--- src/pkg/data_bank_regs.vh ---
`ifndef DATA_BANK_REGS_VH
`define DATA_BANK_REGS_VH
// window split: low half from bank 0, high half from bank 15
`define ACCESS_SPLIT      8'h80
`define SFR_BANK          4'hf
`define LOW_BANK          4'h0
// number of banks actually backed by ram (arbitrary default)
`define IMPL_BANKS        5'h02
// status field positions
`define FLAG_N            4
`define FLAG_OV           3
`define FLAG_Z            2
`define FLAG_DC           1
`define FLAG_C            0
`define FLAGS_MASK        8'h1f
`define BANK_MASK         8'h0f
`define FLAGS_RESET       5'h00
`define BANK_RESET        4'h0
// alu operation codes
`define OP_NONE           4'h0
`define OP_ADD            4'h1
`define OP_SUB            4'h2
`define OP_LOGIC          4'h3
`define OP_RRC            4'h4
`define OP_RLC            4'h5
`define OP_CLEAR          4'h6
`define OP_PLAIN          4'h7
`endif

--- src/rtl/data_bank_and_alu_status.v ---
`timescale 1ns/1ps
`default_nettype none
`include "data_bank_regs.vh"
module data_bank_and_alu_status
(
    // clock and reset
    input  wire        i_clk,
    input  wire        i_nrst,
    // instruction fields from decode
    input  wire        i_exec,
    input  wire [7:0]  i_file_addr,
    input  wire        i_access_sel,
    input  wire        i_ff_move,
    input  wire [11:0] i_ff_src,
    input  wire [11:0] i_ff_dst,
    input  wire        i_bank_load,
    input  wire [7:0]  i_literal,
    input  wire [3:0]  i_op,
    input  wire [7:0]  i_alu_b,
    input  wire        i_write_file,
    // special register addresses that land on this block
    input  wire [11:0] i_status_addr,
    input  wire [11:0] i_bank_addr,
    // data ram side
    input  wire [7:0]  i_ram_rdata,
    output wire [11:0] o_rd_addr,
    output wire [11:0] o_wr_addr,
    output wire        o_ram_we,
    output wire [7:0]  o_ram_wdata,
    // read data and registers
    output wire [7:0]  o_rdata,
    output wire [7:0]  o_arithmetic_flags,
    output wire [7:0]  o_data_bank_selector
);
    reg  [4:0]  flags_reg;
    reg  [4:0]  flags_next;
    reg  [3:0]  bank_reg;
    reg  [3:0]  bank_next;
    wire [7:0]  alu_result;
    wire [4:0]  alu_flags;
    wire [4:0]  alu_touch;
    wire [7:0]  src_data;
    wire [7:0]  status_view;
    wire [7:0]  bank_view;
    wire [11:0] direct_addr;

    function [11:0] form_addr;
        input [7:0] offs;
        input       acc;
        input [3:0] bank;
        begin
            if (!acc)
                // low half bank 0, high half the special registers
                form_addr = (offs < `ACCESS_SPLIT) ? {`LOW_BANK, offs}
                    : {`SFR_BANK, offs};
            else
                form_addr = {bank, offs};
        end
    endfunction

    function implemented;
        input [11:0] a;
        begin
            // the special register page is always present
            implemented = ({1'b0, a[11:8]} < `IMPL_BANKS)
                || (a[11:8] == `SFR_BANK);
        end
    endfunction

    assign direct_addr = form_addr(i_file_addr, i_access_sel, bank_reg);
    assign o_rd_addr = i_ff_move ? i_ff_src : direct_addr;
    assign o_wr_addr = i_ff_move ? i_ff_dst : direct_addr;
    assign status_view = {3'b000, flags_reg};
    assign bank_view = {4'h0, bank_reg};
    assign src_data = (o_rd_addr == i_status_addr) ? status_view
        : (o_rd_addr == i_bank_addr) ? bank_view
        : implemented(o_rd_addr) ? i_ram_rdata : 8'h00;
    assign o_rdata = src_data;
    // writes to missing banks are dropped; flags still update
    assign o_ram_we = i_exec && (i_write_file || i_ff_move)
        && implemented(o_wr_addr)
        && (o_wr_addr != i_status_addr)
        && (o_wr_addr != i_bank_addr);
    assign o_ram_wdata = i_ff_move ? src_data : alu_result;
    assign o_arithmetic_flags = status_view;
    assign o_data_bank_selector = bank_view;

    flag_alu u_alu
    (
        .i_a        (src_data),
        .i_b        (i_alu_b),
        .i_op       (i_ff_move ? `OP_PLAIN : i_op),
        .i_carry_in (flags_reg[`FLAG_C]),
        .o_result   (alu_result),
        .o_flags    (alu_flags),
        .o_touch    (alu_touch)
    );

    always @*
    begin
        flags_next = flags_reg;
        bank_next = bank_reg;
        if (i_exec)
        begin
            // any flag-changing op blocks the whole five-bit write,
            // so untouched flags keep their value instead of the result
            if ((i_write_file || i_ff_move) && o_wr_addr == i_status_addr
                && alu_touch == 5'h00)
                flags_next = i_ff_move ? src_data[4:0]
                    : alu_result[4:0];
            flags_next = (flags_next & ~alu_touch)
                | (alu_flags & alu_touch);
            if (i_bank_load)
                bank_next = i_literal[3:0];
            else if ((i_write_file || i_ff_move)
                && o_wr_addr == i_bank_addr)
                bank_next = (i_ff_move ? src_data[3:0]
                    : alu_result[3:0]);
        end
    end

    always @(posedge i_clk or negedge i_nrst)
    begin
        if (!i_nrst)
        begin
            flags_reg <= `FLAGS_RESET;
            bank_reg <= `BANK_RESET;
        end
        else
        begin
            flags_reg <= flags_next;
            bank_reg <= bank_next;
        end
    end
endmodule
`default_nettype wire

--- src/rtl/flag_alu.v ---
`timescale 1ns/1ps
`default_nettype none
`include "data_bank_regs.vh"
module flag_alu
(
    // operands
    input  wire [7:0] i_a,
    input  wire [7:0] i_b,
    input  wire [3:0] i_op,
    input  wire       i_carry_in,
    // result and flags
    output reg  [7:0] o_result,
    output reg  [4:0] o_flags,
    output reg  [4:0] o_touch
);
    reg [8:0] sum;
    reg [4:0] nib;
    reg [7:0] bsel;
    always @*
    begin
        bsel = (i_op == `OP_SUB) ? ~i_b : i_b;
        // subtract adds the complement plus one: carries become not-borrow
        sum = {1'b0, i_a} + {1'b0, bsel} + {8'h00, (i_op == `OP_SUB)};
        nib = {1'b0, i_a[3:0]} + {1'b0, bsel[3:0]}
            + {4'h0, (i_op == `OP_SUB)};
        o_result = i_a;
        o_flags = 5'h00;
        o_touch = 5'h00;
        case (i_op)
            `OP_ADD, `OP_SUB:
            begin
                o_result = sum[7:0];
                o_touch = 5'h1f;
                o_flags[`FLAG_C] = sum[8];
                o_flags[`FLAG_DC] = nib[4];
                o_flags[`FLAG_OV] = (i_a[7] == bsel[7])
                    && (sum[7] != i_a[7]);
            end
            `OP_LOGIC:
            begin
                o_result = i_b;
                o_touch = 5'h14;
            end
            `OP_RRC:
            begin
                // carry and digit-carry flags both come from bit 3 of the source
                o_result = {i_carry_in, i_a[7:1]};
                o_touch = 5'h17;
                o_flags[`FLAG_C] = i_a[3];
                o_flags[`FLAG_DC] = i_a[3];
            end
            `OP_RLC:
            begin
                o_result = {i_a[6:0], i_carry_in};
                o_touch = 5'h17;
                o_flags[`FLAG_C] = i_a[4];
                o_flags[`FLAG_DC] = i_a[4];
            end
            `OP_CLEAR:
            begin
                o_result = 8'h00;
                o_touch = 5'h04;
            end
            default:
            begin
                // bit ops, swap and moves pass through, no flags
                o_result = i_b;
                o_touch = 5'h00;
            end
        endcase
        o_flags[`FLAG_N] = o_result[7];
        o_flags[`FLAG_Z] = (o_result == 8'h00);
    end
endmodule
`default_nettype wire

--- config.mk ---
export PLATFORM = sky130hd
export DESIGN_NAME = data_bank_and_alu_status
export DESIGN_NICKNAME = d
export VERILOG_FILES = /design/src/rtl/data_bank_and_alu_status.v /design/src/rtl/flag_alu.v
export VERILOG_INCLUDE_DIRS = /design/src /design/src/pkg
export SDC_FILE = /design/constraint.sdc
export NUM_CORES = 1
export LEC_CHECK = 0
export ABC_AREA = 1
export ABC_CLOCK_PERIOD_IN_PS = 15150
export BUFFER_PORTS_ARGS = -buffer_cell sky130_fd_sc_hd__buf_2
export CELL_PAD_IN_SITES_DETAIL_PLACEMENT = 1
export CELL_PAD_IN_SITES_GLOBAL_PLACEMENT = 1
export CORE_MARGIN = 4
export CORE_UTILIZATION = 25
export CTS_BUF_LIST = sky130_fd_sc_hd__clkbuf_4
export DETAILED_ROUTE_END_ITERATION = 8
export GPL_ROUTABILITY_DRIVEN = 0
export PLACE_DENSITY_LB_ADDON = 0.1
export SLEW_MARGIN = 20
export SYNTH_ARGS = -nofsm -noshare
export SYNTH_HDL_FRONTEND = slang
export SYNTH_HIERARCHICAL = 1
export SYNTH_SLANG_ARGS = --single-unit
--- constraint.sdc ---
create_clock -name i_clk -period 15.15 [get_ports i_clk]
set_clock_uncertainty 0.2 [all_clocks]
set_input_delay 3.03 -clock i_clk [delete_from_list [all_inputs] [get_ports i_clk]]
set_output_delay 3.03 -clock i_clk [all_outputs]
set_load 0.005 [all_outputs]
Yosys cells after proc, flatten, opt, wreduce, memory -nomap -nowiden. Index checks and enable logic that the tools add are counted. W data, S select, Z words.

Flip-flop bits (word level): 9. Bits in latches: 0. Memory bits (writable): 0. ROM bits: 0. Bits of input ports: 91. Output and inout port bits: 57. Word-level logic and storage cells: 67. Memories: 0.

Add/sub/neg operators: 4. Multipliers: 0. Divide/modulo/power cells: 0. $lt $le $gt $ge: 3. Eq/ne operators: 16. Shift operators: 0. Mux-type cells: 20. Bitwise operators: 5. Reduce and logical (&&, ||, !) cells: 17.

Operator list (number): $eq A12 B12 Y1 (4); $mux W12 (4); $mux W8 (5); $pmux W8 S4 (1); $ne A12 B12 Y1 (2); $pmux W5 S4 (1); $mux W4 (4); $mux W5 (3); $eq A4 B3 Y1 const B (3); $and A5 B5 Y5 (2); $add A8 B8 Y9 (1); $add A9 B1 Y9 (1); $eq A4 B2 Y1 const B (2); $eq A4 B4 Y1 const B (2); $logic_and A1 B1 Y1 (8); $logic_not A8 Y1 (1); $lt A4 B2 Y1 const B (2); $lt A8 B8 Y1 const B (1); $not A8 Y8 (1); $pmux W2 S3 (1); $add A4 B4 Y5 (1); $add A5 B1 Y5 (1); $logic_not A5 Y1 (1); $not A5 Y5 (1); other kinds (9) (12).

Depth between registers and ports, before layout.
Word-level depth: 17. Gate-level depth with buffers: 32. Mapped depth without buffers: 31.

Cells and area by module. Netlist, hierarchy kept.

Modules (own cells, without submodules): data_bank_and_alu_status (times used 1, cells an instance 433, area each 2359.8 um2, sequential area each 225.2 um2); flag_alu (times used 1, cells an instance 174, area each 973.4 um2, sequential area each 0.0 um2).

Worst setup path before layout. No wires, ideal clock.

Path kind: input port to output port. From: input port i_ff_move. To: output port o_ram_wdata[4]. Arrival time: 5833 ps. Required time: 11920 ps. Slack: 6087 ps. Cell stages on the path: 18. Path buffers: 5. Path through: buf_6 buf_6 buf_6 clkbuf_1 or2_2 buf_6 nor2_2 nand2_1 xor2_1 fa_1 nand3_1 nand3b_1 nand3_1 nand2_1 nand2_1 inv_1 or2_2 and2_1.

Cells in the longest elaborated chain, start to end: 10. Elaborated cells between the ends (all ways): 21. Classes of those cells: 2 x add/sub; 1 x order compare; 8 x eq/ne; 8 x mux; 2 x reduce/logical.

Ends and longest elaborated chain: start: declaration (line data_bank_and_alu_status.v:13) `input wire i_ff_move,`; $mux W12 (line data_bank_and_alu_status.v:71) `assign o_rd_addr = i_ff_move ? i_ff_src : direct_addr;`; $lt A4 B2 Y1 (no source line) / $eq A4 B4 Y1 (equally long branches); $logic_or A1 B1 Y1 (line data_bank_and_alu_status.v:65) `` implemented = ({1'b0, a[11:8]} < `IMPL_BANKS) ``; $mux W8 (line data_bank_and_alu_status.v:77) `: implemented(o_rd_addr) ? i_ram_rdata : 8'h00;`; $mux W8 (line data_bank_and_alu_status.v:76) `: (o_rd_addr == i_bank_addr) ? bank_view`; $mux W8 (line data_bank_and_alu_status.v:75) `assign src_data = (o_rd_addr == i_status_addr) ? status_view`; $add A8 B8 Y9 (line flag_alu.v:23) `` sum = {1'b0, i_a} + {1'b0, bsel} + {8'h00, (i_op == `OP_SUB)}; ``; $add A9 B1 Y9 (line flag_alu.v:23); $pmux W8 S4 (*) (line flag_alu.v:29) `case (i_op)`; net alu_result[4] (line data_bank_and_alu_status.v:39) `wire [7:0] alu_result;`; $mux W8 (*) (line data_bank_and_alu_status.v:84) `assign o_ram_wdata = i_ff_move ? src_data : alu_result;`; end: declaration (line data_bank_and_alu_status.v:29) `output wire [7:0] o_ram_wdata,`.

Mark *: on every way through the listed nets, which the timed path passes. The rest lies on a longest branch.

Final worst setup path. Ends and elaborated chain as after synthesis.

==> Flow_metrics.wiki <==
{| class="wikitable"
! Metric !! Value
|-
| Synth Flop Type || sky130_fd_sc_hd__dfrtp_1
|-
| Effective utilization at floorplan || 0.260
|-
| Ratio of final minimum period to clock period || 0.684
|-
| Via total after detailed routing || around 4,100
|-
| CTS HTree Levels || 1
|-
| Clock power frac || 0.113
|-
| Post-synth top area share || 0.250
|-
| Routed wirelength normalized by instance count || about 14 µm
|-
| Post-CTS repair timing setup buffer count || 0
|-
| Slowest stage cell on the critical path || sky130_fd_sc_hd__fa_1
|-
| RSZ-0062 raised after global routing || false
|-
| Result of the run || finished clean
|-
| Die outline area || around 15,000 µm²
|-
| Final antenna diode count || 0
|-
| Vias in the first global route || 4,418
|-
| First-pass GRT wire length || around 21,000 µm
|-
| Number of cells in the design after placement || 901
|-
| Global route total overflow || 0
|-
| Gate Count Post-Synth || approximately 600
|-
| Delay of the slowest cell on the worst path || around 0.46 ns
|-
| Count of placed standard cells in the final layout, fillers left out || slightly above 900
|-
| Number of buffers between clock root and the deepest sink || 2
|-
| Post-synthesis compound-gate area fraction || 0.0751
|-
| Classification of the worst-slack hold path || flop to flop
|-
| Critical path peak fanout || 44
|-
| Portion of total power attributed to combinational logic || 0.693
|-
| Final setup violating endpoints || 0
|-
| Fraction of the mapped netlist area in adder cells || 0.0360
|-
| Setup total negative slack || 0 ns
|-
| Worst setup path category || input pin to output port
|-
| Proportion of synthesized area in mux cells || 0
|-
| Layout cells sized above 1 || 0.274
|-
| Clock tree sinks || 9
|-
| Die W || about 120 µm
|-
| Resize count post-CTS || 0
|-
| Placement Rows || between 40 and 50
|-
| Die boundary height || ~120 µm
|-
| Switch Pwr || between 0.00009 and 0.0001 W
|-
| Final critical-path required period || between 10 and 15 ns
|-
| Count of state elements after synthesis || 9
|-
| Sequential share of the synthesized area || 0.0676
|-
| Max VDD drop || 0.0000166 V
|-
| Main combinational cell family by area after synthesis || simple AND/OR/NAND/NOR gates
|-
| Filler cell count || ~1,800
|-
| Number of warnings issued by yosys || 6
|-
| Leading post-synthesis cells by cell area || sky130_fd_sc_hd__nand2_1, sky130_fd_sc_hd__nand3_1, sky130_fd_sc_hd__inv_1
|-
| Internal || slightly above 0.00009 W
|-
| Net total in the final layout || approximately 830
|-
| Number of nets with antenna violations after routing || 0
|-
| Clock tree from TritonCTS || yes
|-
| Synth async-reset ratio || 1.00
|-
| WL final || roughly 13,000 µm
|-
| Routed via count divided by cell count || 4.56
|-
| Largest net degree at the start of global routing || 45
|-
| Required time of the critical path || around 12 ns
|-
| Area Overhead vs Synth || 23.3%
|-
| Distinct cells, synth || between 40 and 50
|-
| Leak pwr || 2.52 nW
|-
| Maximum clock frequency || between 90 and 100 MHz
|-
| Detailed Place HPWL || roughly 11,000 µm
|-
| WP data arrival || just over 7 ns
|-
| Number of flops mapped to enable cells by yosys || 0
|-
| Post-Synth Simple-Gate Area || 0.583
|-
| Most common cell in the netlist || sky130_fd_sc_hd__nand2_1
|-
| Number of iterations in the first detailed-routing pass || 4
|-
| Count of maximum capacitance violations || 0
|-
| Cell area power density || about 46 nW/µm²
|-
| Clock network latency to the later pin of the worst-skew pair || about 0.26 ns
|-
| Total CTS buffers || 3
|-
| Overall power consumption || 0.000191 W
|-
| Seq pwr share || 0.193
|-
| Aggregate global-route resource usage || 0.173
|-
| Critical path endpoint category || output port
|-
| Hold Violations, Final || 0
|-
| Count of buffers inserted at the top-level ports || roughly 140
|-
| Initial antenna violation count || 0
|-
| Clock Root Buffer || sky130_fd_sc_hd__clkbuf_4
|-
| Xor-xnor portion of the synthesized cell area || 0.0841
|-
| Critical Path Most Common Cell || sky130_fd_sc_hd__nand2_1
|-
| Dominant cell type by area after synthesis || sky130_fd_sc_hd__nand2_1
|-
| Total standard cell area after synthesis || 3330 µm²
|-
| I/O Pins || about 150
|-
| Final instance area || between 4000 and 5000 µm²
|-
| Iteration-0 DRC count of the detailed router || 160
|-
| Mean Syn Cell Area || around 5.5 µm²
|-
| Top post-synthesis cells by count || sky130_fd_sc_hd__nand2_1, sky130_fd_sc_hd__inv_1, sky130_fd_sc_hd__nand3_1
|-
| Remaining design rule violation count || 0
|-
| Sort of element at the start of the critical path || input pin
|-
| Switching Share || 0.522
|-
| Core Box Area || 12,800 µm²
|-
| Register clock-pin slew on the reported worst setup and hold paths || about 0.070 ns
|-
| Pins over their slew limit || 0
|-
| Post-cts hold buffer count || 0
|-
| Placed standard-cell area || 4080 µm²
|}
## cells in the final DEF, fill, tap and decap left out, types with 9 or more instances in the layout
cell type                   n
sky130_fd_sc_hd__nand2_4   11
sky130_fd_sc_hd__xor2_1    24
sky130_fd_sc_hd__a21oi_1   15
sky130_fd_sc_hd__nor2_1    48
sky130_fd_sc_hd__inv_1     78
sky130_fd_sc_hd__or2_2     10
sky130_fd_sc_hd__dfrtp_1    9
sky130_fd_sc_hd__nand2_2   12
sky130_fd_sc_hd__nand3_1   62
sky130_fd_sc_hd__nand2_1  222
sky130_fd_sc_hd__nand4_1   19
sky130_fd_sc_hd__buf_2    136
## power groups by stage
stage | combinational, W | sequential [W] | clock, W
6_report | 0.000132 | 0.0000369 | 0.0000216
5_1_grt | 0.000152 | 0.0000380 | 0.0000238
4_1_cts | 0.000135 | 0.0000371 | 0.0000230
3_5_place_dp | 0.000134 | 0.0000375 | 0
3_3_place_gp | 0.000132 | 0.0000373 | 0
2_1_floorplan | 0.0000872 | 0.0000346 | 0
## routing by layer
metal / part of all wire / GRT usage / wire (µm) / vias up
met2: 0.47 / 0.309 / 6190 / 82
li1: - / - / - / 2148
met3: 0.039 / 0.0201 / 514 / 2
met4: 0.00092 / 0.00623 / 12 / 0
met1: 0.49 / 0.236 / 6390 / 1893
met5: 0 / 0 / 0 / -
## cell type report
class	instances	area [µm²]	area share
clock buffers	4	30.0	0.00731
inverters	87	329	0.0801
multi-input cells	496	2620	0.638
flip-flops and latches	9	225	0.0548
well taps	172	215	0.0524
repair buffers	137	688	0.167
## critical path: cells and delay by family
kind	cells	cell delay, ns
adder cells (fa/ha/maj)	1	0.46
buffers and inverters	7	1.12
AO/OA/AOI/OAI	1	0.31
AND/OR/NAND/NOR	17	2.18
## stage by stage
step	worst slack (ns)	hold slack, ns	utilization
floorplan	6.09	0.332	-
global placement	4.81	0.362	0.318
detailed placement	4.73	0.374	0.318
CTS	4.73	0.389	0.320
global route	4.28	0.426	0.320
finish	4.79	0.385	0.320
## cell families after synthesis
family,count (synthesis)
compound gates,36
fa+ha+maj,9
simple gates,412
buf+inv,108
xor+xnor,32
flops,9
other cells,1
## path summary, 6_finish.rpt
check | start | to | slack [ns] | cells past startpoint
worst max-delay path | i_ff_move | o_ram_wdata[4] | 4.79 | 26
worst min-delay path | bank_reg[0] | bank_reg[0] | 0.38 | 2
worst max register to register | bank_reg[1] | flop | 10.90 | 24
worst min register to register | bank_reg[0] | bank_reg[0] | 0.38 | 2
max in group asynchronous | i_nrst | asynchronous set/reset pin | 12.11 | 1
min in group asynchronous | i_nrst | bank_reg[2] | 2.43 | 1
Note: power is estimated with default switching activity, not from simulation.
